`src/tba_pkg.sv`:
```
// Constants shared by the TypeB request decoder and its answer builder
package tba_pkg;
   // APB register byte offsets
   localparam logic [7:0] TBA_CTRL_OFF = 8'h00;
   localparam logic [7:0] TBA_PUPI_OFF = 8'h04;
   localparam logic [7:0] TBA_STAT_OFF = 8'h08;
   localparam logic [7:0] TBA_CMD_OFF = 8'h0c;
   // Control register fields
   localparam int TBA_CTRL_EN_BIT = 0;
   localparam int TBA_CTRL_FWI_LSB = 4;
   localparam int TBA_CTRL_AFI_LSB = 8;
   // Command register fields
   localparam int TBA_CMD_IDLE_BIT = 0;
   localparam int TBA_CMD_HALT_BIT = 1;
   // Status register fields
   localparam int TBA_STAT_STATE_LSB = 0;
   localparam int TBA_STAT_BUSY_BIT = 2;
   localparam int TBA_STAT_CNT_LSB = 8;
   // Values after reset
   localparam logic [31:0] TBA_CTRL_RST = 32'h0000_0001;
   localparam logic [31:0] TBA_PUPI_RST = 32'h0000_0000;
   // Request frame
   localparam logic [7:0] TBA_REQ_CODE = 8'h05;
   localparam logic [2:0] TBA_REQ_LEN = 3'h5;
   localparam int TBA_PARAM_WUP_BIT = 3;
   // Answer frame
   localparam logic [7:0] TBA_ANS_CODE = 8'h50;
   localparam logic [7:0] TBA_PROTO1 = 8'h91;
   localparam logic [3:0] TBA_MAXFRAME = 4'h8;
   localparam logic [3:0] TBA_PROTYPE = 4'h1;
   localparam logic [1:0] TBA_ADC = 2'h0;
   localparam logic [1:0] TBA_FO = 2'h0;
   localparam logic [7:0] TBA_APPDATA = 8'h00;
   localparam logic [3:0] TBA_ANS_LAST = 4'hb;
   // Tag states
   typedef enum logic [1:0] {
      TBA_IDLE = 2'b00,
      TBA_READY = 2'b01,
      TBA_HALT = 2'b10
   } tba_state_t;
endpackage

```
`src/tba_request_answer.sv`:
```
// TypeB request decoder and answer sender with APB registers
//
// Summary of operation
// Answer the plain request only in the idle state, never in halt.
// Answer the wake-up request in halt, leaving halt to respond.
// Also answer the wake-up request in idle, same as the plain request.
// Ignore the three top bits of the parameter byte.
// Treat slot count as one and answer at once for every slot code.
// Family 0x0Y request: answer only when own family low nibble matches.
// Application data of the answer is four zero bytes.
// First protocol byte is 0x91: 106K and 212K, equal both ways.
// Second protocol byte 0x81: upper nibble 1000b, 256-byte frames.
// Second protocol byte lower nibble 0001b: transmission protocol supported.
// Reader waits 10 etu plus 32 subcarrier periods after the answer.
// Third protocol byte holds wait integer above, zero nibble below.
// Third byte bits 3-2 are 00b: proprietary data coding.
// Third byte bits 1-0 are 00b: no node address, no card id.
// Reader allows 256*16/fc times two to the wait integer, 0 to 14.
// Request is code 0x05, family, parameter, two CRC bytes; bad CRC ignored.
// Parameter bit 3 selects plain request (0) or wake-up (1).
// Answer is 0x50, id, four data bytes, three protocol bytes, CRC.
`timescale 1ns/1ps
module tba_request_answer (
   // Clock and reset
   input wire logic pclk,
   input wire logic presetn,
   // APB slave
   input wire logic psel,
   input wire logic penable,
   input wire logic pwrite,
   input wire logic [7:0] paddr,
   input wire logic [31:0] pwdata,
   output logic [31:0] prdata,
   output logic pready,
   output logic pslverr,
   // Received frame bytes, CRC bytes included
   input wire logic rx_valid,
   input wire logic [7:0] rx_data,
   input wire logic rx_last,
   input wire logic rx_crc_ok,
   // Answer bytes, CRC appended downstream after tx_last
   output logic tx_valid,
   output logic [7:0] tx_data,
   output logic tx_last,
   input wire logic tx_ready
);
   // Registers
   logic [31:0] ctrl_reg;
   logic [31:0] ctrl_next;
   logic [31:0] pupi_reg;
   logic [31:0] pupi_next;
   tba_pkg::tba_state_t state_reg;
   tba_pkg::tba_state_t state_next;
   logic [7:0] cnt_reg;
   logic [7:0] cnt_next;
   logic [2:0] rxcnt_reg;
   logic [2:0] rxcnt_next;
   logic [7:0] code_reg;
   logic [7:0] code_next;
   logic [7:0] afi_reg;
   logic [7:0] afi_next;
   logic [7:0] param_reg;
   logic [7:0] param_next;
   logic send_reg;
   logic send_next;
   logic [3:0] idx_reg;
   logic [3:0] idx_next;
   logic [31:0] prdata_next;

   // APB decode
   wire apb_setup = psel && !penable;
   wire apb_acc = psel && penable;
   wire hit_ctrl = paddr == tba_pkg::TBA_CTRL_OFF;
   wire hit_pupi = paddr == tba_pkg::TBA_PUPI_OFF;
   wire hit_stat = paddr == tba_pkg::TBA_STAT_OFF;
   wire hit_cmd = paddr == tba_pkg::TBA_CMD_OFF;
   wire hit_any = hit_ctrl || hit_pupi || hit_stat || hit_cmd;
   wire wr_ctrl = apb_acc && pwrite && hit_ctrl;
   wire wr_pupi = apb_acc && pwrite && hit_pupi;
   wire wr_cmd = apb_acc && pwrite && hit_cmd;
   wire force_idle = wr_cmd && pwdata[tba_pkg::TBA_CMD_IDLE_BIT];
   wire force_halt = wr_cmd && pwdata[tba_pkg::TBA_CMD_HALT_BIT];

   // Control fields
   wire enable = ctrl_reg[tba_pkg::TBA_CTRL_EN_BIT];
   wire [3:0] fwi = ctrl_reg[tba_pkg::TBA_CTRL_FWI_LSB +: 4];
   wire [7:0] own_afi = ctrl_reg[tba_pkg::TBA_CTRL_AFI_LSB +: 8];

   wire [31:0] stat_word = {16'h0000, cnt_reg, 5'h00, send_reg, state_reg};

   assign pready = 1'b1;
   assign pslverr = apb_acc && !hit_any;
   assign prdata_next = !(apb_setup && !pwrite) ? prdata :
                        hit_ctrl ? ctrl_reg :
                        hit_pupi ? pupi_reg :
                        hit_stat ? stat_word : 32'h0000_0000;
   assign ctrl_next = wr_ctrl ? pwdata : ctrl_reg;
   assign pupi_next = wr_pupi ? pwdata : pupi_reg;

   // Frame byte capture; requests arriving while sending are dropped
   wire rx_take = rx_valid && !send_reg;
   wire rx_end = rx_take && rx_last;
   assign rxcnt_next = rx_end ? 3'h0 :
                       (rx_take && rxcnt_reg != 3'h7) ? rxcnt_reg + 3'h1 : rxcnt_reg;
   assign code_next = (rx_take && rxcnt_reg == 3'h0) ? rx_data : code_reg;
   assign afi_next = (rx_take && rxcnt_reg == 3'h1) ? rx_data : afi_reg;
   assign param_next = (rx_take && rxcnt_reg == 3'h2) ? rx_data : param_reg;

   // Whole five-byte frame, right code, good CRC
   wire frame_ok = rx_end && rx_crc_ok && (rxcnt_reg == tba_pkg::TBA_REQ_LEN - 3'h1)
                   && code_reg == tba_pkg::TBA_REQ_CODE;

   // Family filter by nibble
   wire afi_hi_zero = afi_reg[7:4] == 4'h0;
   wire afi_lo_zero = afi_reg[3:0] == 4'h0;
   wire afi_hit = (afi_hi_zero && afi_lo_zero) ||
                  (afi_hi_zero && afi_reg[3:0] == own_afi[3:0]) ||
                  (afi_lo_zero && afi_reg[7:4] == own_afi[7:4]) ||
                  (afi_reg == own_afi);

   // Request type from parameter bit 3
   // Bits 7-5 and slot bits 2-0 never looked at
   wire is_wakeup = param_reg[tba_pkg::TBA_PARAM_WUP_BIT];

   // State gate per request type
   wire state_ok = (state_reg == tba_pkg::TBA_IDLE) ||
                   (is_wakeup && state_reg == tba_pkg::TBA_HALT);
   wire answer = frame_ok && afi_hit && state_ok && enable;

   // Answer sequencing
   wire tx_fire = send_reg && tx_ready;
   wire tx_done = tx_fire && idx_reg == tba_pkg::TBA_ANS_LAST;

   // Answer starts at once, single slot
   assign send_next = answer ? 1'b1 : tx_done ? 1'b0 : send_reg;
   assign idx_next = answer ? 4'h0 :
                     (tx_fire && !tx_done) ? idx_reg + 4'h1 : idx_reg;
   assign cnt_next = answer ? cnt_reg + 8'h01 : cnt_reg;

   // Wake-up in halt leaves halt for ready
   always_comb begin
      state_next = state_reg;
      if (force_halt) begin
         state_next = tba_pkg::TBA_HALT;
      end else if (force_idle) begin
         state_next = tba_pkg::TBA_IDLE;
      end else if (answer) begin
         state_next = tba_pkg::TBA_READY;
      end
   end

   assign tx_valid = send_reg;
   assign tx_last = send_reg && idx_reg == tba_pkg::TBA_ANS_LAST;

   // Answer bytes in order from the table
   tba_atqb_rom u_rom (
      .pclk(pclk),
      .presetn(presetn),
      .addr(idx_next),
      .pupi(pupi_reg),
      .fwi(fwi),
      .data_reg(tx_data)
   );

   always_ff @(posedge pclk or negedge presetn) begin
      if (!presetn) begin
         ctrl_reg <= tba_pkg::TBA_CTRL_RST;
         pupi_reg <= tba_pkg::TBA_PUPI_RST;
         prdata <= 32'h0000_0000;
      end else begin
         ctrl_reg <= ctrl_next;
         pupi_reg <= pupi_next;
         prdata <= prdata_next;
      end
   end

   always_ff @(posedge pclk or negedge presetn) begin
      if (!presetn) begin
         state_reg <= tba_pkg::TBA_IDLE;
         cnt_reg <= 8'h00;
         send_reg <= 1'b0;
         idx_reg <= 4'h0;
      end else begin
         state_reg <= state_next;
         cnt_reg <= cnt_next;
         send_reg <= send_next;
         idx_reg <= idx_next;
      end
   end

   always_ff @(posedge pclk or negedge presetn) begin
      if (!presetn) begin
         rxcnt_reg <= 3'h0;
         code_reg <= 8'h00;
         afi_reg <= 8'h00;
         param_reg <= 8'h00;
      end else begin
         rxcnt_reg <= rxcnt_next;
         code_reg <= code_next;
         afi_reg <= afi_next;
         param_reg <= param_next;
      end
   end
endmodule

```
`src/tba_atqb_rom.sv`:
```
// Answer byte table with registered read data
`timescale 1ns/1ps
module tba_atqb_rom (
   // Clock and reset
   input wire logic pclk,
   input wire logic presetn,
   // Byte select
   input wire logic [3:0] addr,
   // Variable fields
   input wire logic [31:0] pupi,
   input wire logic [3:0] fwi,
   // Byte out
   output logic [7:0] data_reg
);
   logic [7:0] data_next;

   always_comb begin
      unique case (addr)
         4'h0: data_next = tba_pkg::TBA_ANS_CODE;
         4'h1: data_next = pupi[31:24];
         4'h2: data_next = pupi[23:16];
         4'h3: data_next = pupi[15:8];
         4'h4: data_next = pupi[7:0];
         // Zero application data
         4'h5, 4'h6, 4'h7, 4'h8: data_next = tba_pkg::TBA_APPDATA;
         // Rate byte
         4'h9: data_next = tba_pkg::TBA_PROTO1;
         // Frame size and protocol
         4'ha: data_next = {tba_pkg::TBA_MAXFRAME, tba_pkg::TBA_PROTYPE};
         // Wait integer, coding, options
         4'hb: data_next = {fwi, tba_pkg::TBA_ADC, tba_pkg::TBA_FO};
         default: data_next = 8'h00;
      endcase
   end

   always_ff @(posedge pclk or negedge presetn) begin
      if (!presetn) begin
         data_reg <= 8'h00;
      end else begin
         data_reg <= data_next;
      end
   end
endmodule

```
`config.mk`:
```
export PLATFORM = sky130hd
export DESIGN_NAME = tba_request_answer
export DESIGN_NICKNAME = d
export VERILOG_FILES = /design/src/tba_pkg.sv /design/src/tba_request_answer.sv /design/src/tba_atqb_rom.sv
export SDC_FILE = /design/constraint.sdc
export NUM_CORES = 1
export LEC_CHECK = 0
export BUFFER_PORTS_ARGS = -buffer_cell sky130_fd_sc_hd__buf_4
export CAP_MARGIN = 30
export CORE_ASPECT_RATIO = 0.5
export CORE_MARGIN = 8
export CORE_UTILIZATION = 25
export DETAILED_ROUTE_END_ITERATION = 10
export PLACE_DENSITY = 0.48
export SETUP_SLACK_MARGIN = 0.4
export SYNTH_ARGS = -nofsm -noshare
export SYNTH_HDL_FRONTEND = slang
export SYNTH_HIERARCHICAL = 1
export SYNTH_SLANG_ARGS = --single-unit
```
`constraint.sdc`:
```
create_clock -name pclk -period 2.95 [get_ports pclk]
set_input_delay 0.1475 -clock pclk [delete_from_list [all_inputs] [get_ports pclk]]
set_output_delay 0.1475 -clock pclk [all_outputs]
set_load 0.02 [all_outputs]
```
==> results of run 1 <==
[logic make-up after synthesis]
logic type / Yosys count
simple gates: 121
flops: 139
fa+ha+maj: 7
other cells: 1
buf+inv: 37
xor+xnor: 19
compound gates: 76
mux: 122
[worst min path at each step]
stage	slack, ns	to	depth (start not counted)
after CTS	0.07	rxcnt_reg[2]	4
after global placement	0.18	rxcnt_reg[1]	1
after global routing	0.09	rxcnt_reg[2]	4
after detailed placement	0.18	rxcnt_reg[0]	1
after floorplan	-0.15	afi_reg[0]	0
final	0.09	rxcnt_reg[0]	4
[timing repair]
item	4_1_cts	5_1_grt
endpoints found under the setup margin	6	8
hold endpoints to repair	144	0
pin swaps	2	2
resized for setup	2	8
setup buffers	1	4
hold buffers	42	0
cloned	1	1
[power groups by stage]
stage,combinational (uW),clock [uW],sequential (uW)
2_1_floorplan,223,0,2100
3_3_place_gp,369,0,2130
3_5_place_dp,374,0,2130
4_1_cts,423,2200,2100
5_1_grt,457,2280,2110
6_report,412,2130,2100
[routing by layer]
layer  vias up  track usage (%)  share of wire (%)
met3         7             2.94                2.8
met1      2261             14.5                 47
met4         0             2.97               0.67
li1       2157                -                  -
met5         -                0                  0
met2        49             19.3                 49
[per-stage QoR]
stage | worst slack, ns | instances | util, %
floorplan | 0.349 | 522 | -
global placement | 0.381 | 944 | 29.9
detailed placement | 0.366 | 944 | 29.9
CTS | 0.397 | 1020 | 34.0
global route | 0.400 | 1027 | 34.3
finish | 0.512 | 1027 | 34.3
[worst register-to-register path, cell delays in order (launching register included)]
cell	delay, ns
dfrtp_2	0.44
inv_1	0.09
ha_1	0.15
and4_1	0.19
nand3_1	0.12
nor4_4	0.30
buf_6	0.16
buf_8	0.15
nor2_4	0.08
buf_4	0.17
nand3b_1	0.14
a211o_1	0.27
o211ai_1	0.09
[cells in the final DEF, fill, tap and decap left out, types with 3 or more instances in the layout]
cell | netlist | routed
dlygate4sd3_1 | 0 | 42
a22oi_1 | 5 | 5
dfrtp_1 | 138 | 136
nor2b_1 | 4 | 3
xnor2_1 | 13 | 13
nand4_1 | 5 | 5
o22ai_1 | 4 | 4
nand3b_1 | 7 | 7
clkbuf_16 | 0 | 17
inv_1 | 6 | 6
mux2_1 | 5 | 5
nand3_1 | 3 | 3
nand2_1 | 43 | 43
nor2_1 | 26 | 22
a21oi_1 | 13 | 13
xor2_1 | 3 | 3
mux2i_1 | 39 | 39
and3_1 | 6 | 6
ha_1 | 7 | 7
clkinv_2 | 0 | 5
nor4_4 | 1 | 3
o21ai_0 | 39 | 37
buf_4 | 6 | 110
nor2_4 | 0 | 5
mux2_2 | 78 | 78
clkbuf_8 | 0 | 3
[cell type report]
| class | count | area share (%) |
|---|---|---|
| well taps | 344 | 4.98 |
| clock buffers | 21 | 5.44 |
| flip-flops and latches | 139 | 40.3 |
| diodes | 2 | 0.0579 |
| repair buffers | 156 | 15.1 |
| multi-input cells | 348 | 32.6 |
| inverters | 6 | 0.260 |
| clock inverters | 11 | 1.36 |
==> impl_metrics.json, run 1 <==
{
  "required_ns": 3.28,
  "route.detailed.drc": 0,
  "clkPwrFrac_pct": 45.9,
  "fmax_mhz": 410,
  "cpPeakStageDelay_ns": 0.44,
  "tightest_slew_ns": 0.778,
  "r2r_setup_slack_ns": 0.51,
  "cts-root-buf": "clkbuf_16",
  "synth_edf_count": 0,
  "placed_cell_area_um2": 7540,
  "worstPathMaxFanout": 7,
  "finalClockSkew_ns": 0.00870,
  "reg2reg_depth": 12,
  "synth_xor_area_share_pct": 2.95,
  "grtUsageTotal_pct": 11.4,
  "synth_nets": 586,
  "rsz0062_at_grt": "no",
  "clock_path_buffers": 2,
  "swShare_pct": 23.5,
  "first_pass_iters": 4,
  "clk_latency_ns": 0.42,
  "synth_top_family_by_area": "multiplexers",
  "die_h_um": 129,
  "reg2reg_to": "u_rom/data_reg[4]",
  "critPathBufInv": 4,
  "p_int_uw": 3550,
  "synth_commonest_cells": "dfrtp_1, mux2_2, nand2_1",
  "antenna_found_initial": 2,
  "grt_pass1_wl_um": 27700,
  "tns_ns": 0,
  "synth_area_leaders": "dfrtp_1, mux2_2, mux2i_1, o21ai_0, nand2_1",
  "num-nets-final": 732,
  "r2r_start": "rxcnt_reg[0]",
  "yosysUniqueCellTypes": 62,
  "drive_gt1_share_pct": 36.9,
  "setup_viol": 0,
  "fin_crit_sh_pct": 82.6,
  "yosys.cell_count.top_type": "dfrtp_1",
  "fin_area_um2": 8650,
  "htree_levels": 4,
  "synthesis.instances": 522,
  "yosys_warnings": 6,
  "drt_iter0_drc": 228,
  "postSynthAreaPerCell_um2": 12.3,
  "fin_crit_ns": 2.44,
  "critPathKind": "flip-flop to flip-flop",
  "crit_path_top_delay_cell": "dfrtp_2",
  "clk_pin_slew_ns": 0.06,
  "fp.coreArea_um2": 25200,
  "whs_ns": 0.0857,
  "yosys_register_bits": 139,
  "drt-total-wl_um": 17600,
  "synth_async_sr_flop_share_pct": 100,
  "io_buffers": 99,
  "seqPwrFrac_pct": 45.2,
  "crit_family": "simple AND/OR/NAND/NOR gates",
  "path_cells": "inv_1, ha_1, and4_1, nand3_1, nor4_4, buf_6, buf_8, nor2_4, buf_4, nand3b_1, a211o_1, o211ai_1",
  "synthMuxAreaShare_pct": 20.7,
  "synth_top_cell_area_share_pct": 54.0,
  "finalPower_uw": 4640,
  "cts_tree": "done",
  "gp_congestion": 0.775,
  "cap_violations": 0,
  "crit_end": "u_rom/data_reg[4]",
  "ys.flop_type": "dfrtp_1",
  "die_w_um": 242,
  "syn_area_um2": 6400,
  "boundaryPins": 101,
  "start_util_pct": 25.4,
  "clkSinkCount": 139,
  "hold_viol": 0,
  "gr-total-overflow": 0,
  "cp_num_cells": 12,
  "comb_power_share_pct": 8.9,
  "critPathArrivalTime_ns": 2.77,
  "dieArea_um2": 31300,
  "yosysSeqAreaShare_pct": 54.4,
  "viasPerCell": 4.36,
  "avgRoutedWirePerCell_um": 17.1,
  "start_kind": "flip-flop",
  "drt.antenna.violating_nets": 0,
  "cts-buffers-inserted": 17,
  "rows": 41,
  "p_sw_uw": 1090,
  "nFillCells": 2473,
  "synth-compound-area-share_pct": 7.16,
  "hp-class": "input port to flip-flop",
  "multiInputGateArea_um2": 2820,
  "dpl.hpwl_um": 12400,
  "hp-start": "rx_valid",
  "synthSimpleGateAreaFrac_pct": 10.5,
  "irDropWorstVdd_mv": 0.385,
  "crit_path_end_kind": "flip-flop",
  "synth_top_cell_by_area": "dfrtp_1",
  "vias": 4474,
  "regArea_um2": 3480,
  "p_leak_uw": 0.00403,
  "synth_fa_ha_area_share_pct": 1.37,
  "power-per-cell-area_nw_per_um2": 537,
  "crit_start": "rxcnt_reg[0]",
  "slew_viol_final": 0,
  "outcome": "complete, no violations",
  "grt_max_degree": 64,
  "slew_headroom_pct": 48.0,
  "syn_to_final_growth_pct": 35.2,
  "grt_pass1_vias": 4819
}
Power figures use the tool's default switching activity.
==> run 2: changes to the inputs <==
--- a/config.mk
+++ b/config.mk
@@ -11,7 +11,7 @@
 export CORE_MARGIN = 8
 export CORE_UTILIZATION = 25
 export DETAILED_ROUTE_END_ITERATION = 10
-export PLACE_DENSITY = 0.48
+export PLACE_DENSITY = 0.49
 export SETUP_SLACK_MARGIN = 0.4
 export SYNTH_ARGS = -nofsm -noshare
 export SYNTH_HDL_FRONTEND = slang
==> constraint.sdc (replaced) <==
create_clock -name pclk -period 2.1 [get_ports pclk]
set_input_delay 0.105 -clock pclk [delete_from_list [all_inputs] [get_ports pclk]]
set_output_delay 0.105 -clock pclk [all_outputs]
set_load 0.02 [all_outputs]
==> run 2 against run 1 <==
The flow now finishes with violations (setup timing). Sequential share of layout area down 1.8 points. Non-clock buffer count up 47. Die area unchanged. Design area up 4.7%. Critical path depth down 3. Sequential power up 40%. Largest power group is now registers.
==> impl_metrics.json, run 2 (synthesis results as in run 1) <==
{
  "outcome": "complete, but fails checks",
  "failed_checks": "setup timing",
  "die_h_um": 129,
  "holdPathStages": 3,
  "crit_family": "simple AND/OR/NAND/NOR gates",
  "dieArea_um2": 31300,
  "start_util_pct": 25.4,
  "grtUsageTotal_pct": 11.9,
  "avgRoutedWirePerCell_um": 16.9,
  "fin_crit_ns": 2.48,
  "boundaryPins": 101,
  "crit_start": "tx_valid",
  "dpl.hpwl_um": 13000,
  "nFillCells": 2479,
  "num-nets-final": 779,
  "p_leak_uw": 0.00429,
  "critPathArrivalTime_ns": 2.78,
  "vias": 4730,
  "holdPathEnd": "state_reg[1]",
  "rows": 41,
  "setup_viol": 16,
  "r2r_setup_slack_ns": -0.38,
  "drt-total-wl_um": 18200,
  "required_ns": 2.40,
  "regArea_um2": 3480,
  "finalPower_uw": 6480,
  "cp_common_cell": "buf_6",
  "slew_headroom_pct": 44.6,
  "hp-start": "paddr[3]",
  "layout_common_cells": "buf_4, dfrtp_1, mux2_2",
  "path_cells": "nand2b_4, or4_4, nor4_4, buf_6, buf_6, nor2_4, or3b_4, nor2_2, a221o_1",
  "cap_violations": 0,
  "drt_iter0_drc": 211,
  "crit_path_end_kind": "flip-flop",
  "slew_viol_final": 0,
  "grt_pass1_wl_um": 29300,
  "clk_pin_slew_ns": 0.06,
  "fin_util_pct": 36.0,
  "route.detailed.drc": 0,
  "drive_gt1_share_pct": 42.4,
  "clkSinkCount": 139,
  "gp_congestion": 0.801,
  "cts-root-buf": "clkbuf_16",
  "viasPerCell": 4.41,
  "fmax_mhz": 403,
  "io_buffers": 99,
  "fp.coreArea_um2": 25200,
  "finalClockSkew_ns": 0.00872,
  "power-per-cell-area_nw_per_um2": 716,
  "cts-buffers-inserted": 17,
  "gr-total-overflow": 0,
  "drt.antenna.violating_nets": 0,
  "hp-class": "input port to flip-flop",
  "clk_latency_ns": 0.42,
  "hold_viol": 0,
  "start_kind": "flip-flop",
  "tightest_slew_ns": 0.828,
  "critPathBufInv": 2,
  "fin_crit_sh_pct": 118,
  "first_pass_iters": 4,
  "reg2reg_to": "u_rom/data_reg[6]",
  "final_common_cell": "buf_4",
  "multiInputGateArea_um2": 2860,
  "r2r_start": "tx_valid",
  "grt_pass1_vias": 5212,
  "critPathKind": "flip-flop to flip-flop",
  "htree_levels": 4,
  "worstPathMaxFanout": 8,
  "irDropWorstVdd_mv": 0.559,
  "syn_to_final_growth_pct": 41.6,
  "die_w_um": 242,
  "antenna_found_initial": 1,
  "reg2reg_depth": 9,
  "cts_tree": "done",
  "crit_path_top_delay_cell": "or4_4",
  "clock_path_buffers": 2,
  "timing.final.ws_setup_ns": -0.381,
  "grt_max_degree": 50,
  "cpPeakStageDelay_ns": 0.49,
  "rsz0062_at_grt": "yes"
}
## run 2: changes by cell type in the layout (fill, tap and decap cells not counted), sizes merged
cell,before,now
clkbuf,21,19
clkinvlp,2,3
bufinv,2,1
clkinv,6,8
buf,114,161
diode,2,1
## run 2: cell type report
cell class / instances / area share, %
multi-input combinational: 348 / 31.6
clock buffer: 19 / 5.00
clock inverter: 13 / 1.33
tap: 344 / 4.75
antenna: 1 / 0.0276
inverter: 6 / 0.249
sequential: 139 / 38.4
timing repair buffer: 203 / 18.6
## run 2: power by group
group          internal (uW)  switching [uW]  total, uW
Sequential              2820             115       2940
Combinational            396             273        669
Clock                   1700            1180       2880
Total                   4910            1570       6480
## run 2: how the worst max path moves through the flow
stage                   endpoint  depth (start not counted)
5_1_grt        u_rom/data_reg[6]                          9
2_1_floorplan  u_rom/data_reg[5]                         10
4_1_cts        u_rom/data_reg[6]                          9
3_3_place_gp   u_rom/data_reg[6]                          9
3_5_place_dp   u_rom/data_reg[7]                          9
6_report       u_rom/data_reg[6]                          9
## run 2: metrics by stage
stage               cell area, um^2  TNS, ns  setup slack (ns)  hold slack, ns  std cells
floorplan                      6430    -3.68            -0.498          -0.191        522
global placement               7910    -3.26            -0.330          0.0595        990
finish                         9060    -3.80            -0.381           0.112       1073
detailed placement             7910    -4.13            -0.412          0.0613        990
global route                   9060    -4.70            -0.401           0.112       1073
CTS                            8980    -2.92            -0.310           0.110       1069
## run 2: repair_timing
item                       in CTS  in global routing
hold buffers                   42                  0
resized for setup              11                 12
setup endpoints to repair      39                 35
pin swaps                       4                 11
gates cloned                    2                  0
setup buffers                   3                  3
hold endpoints to repair      127                  0
## run 2: routing by layer
layer  GRT usage [%]  vias to the layer above  share of wire [%]
met5               0                        -                  0
met4            3.99                        0                1.5
met3            2.61                       19                2.3
met2            21.1                       54                 52
met1            14.4                     2397                 44
li1                -                     2260                  -
## run 2: worst min-delay path: stages
cell and delay [ns]:
buf_4 0.21, nand4_1 0.12, o21ai_2 0.05
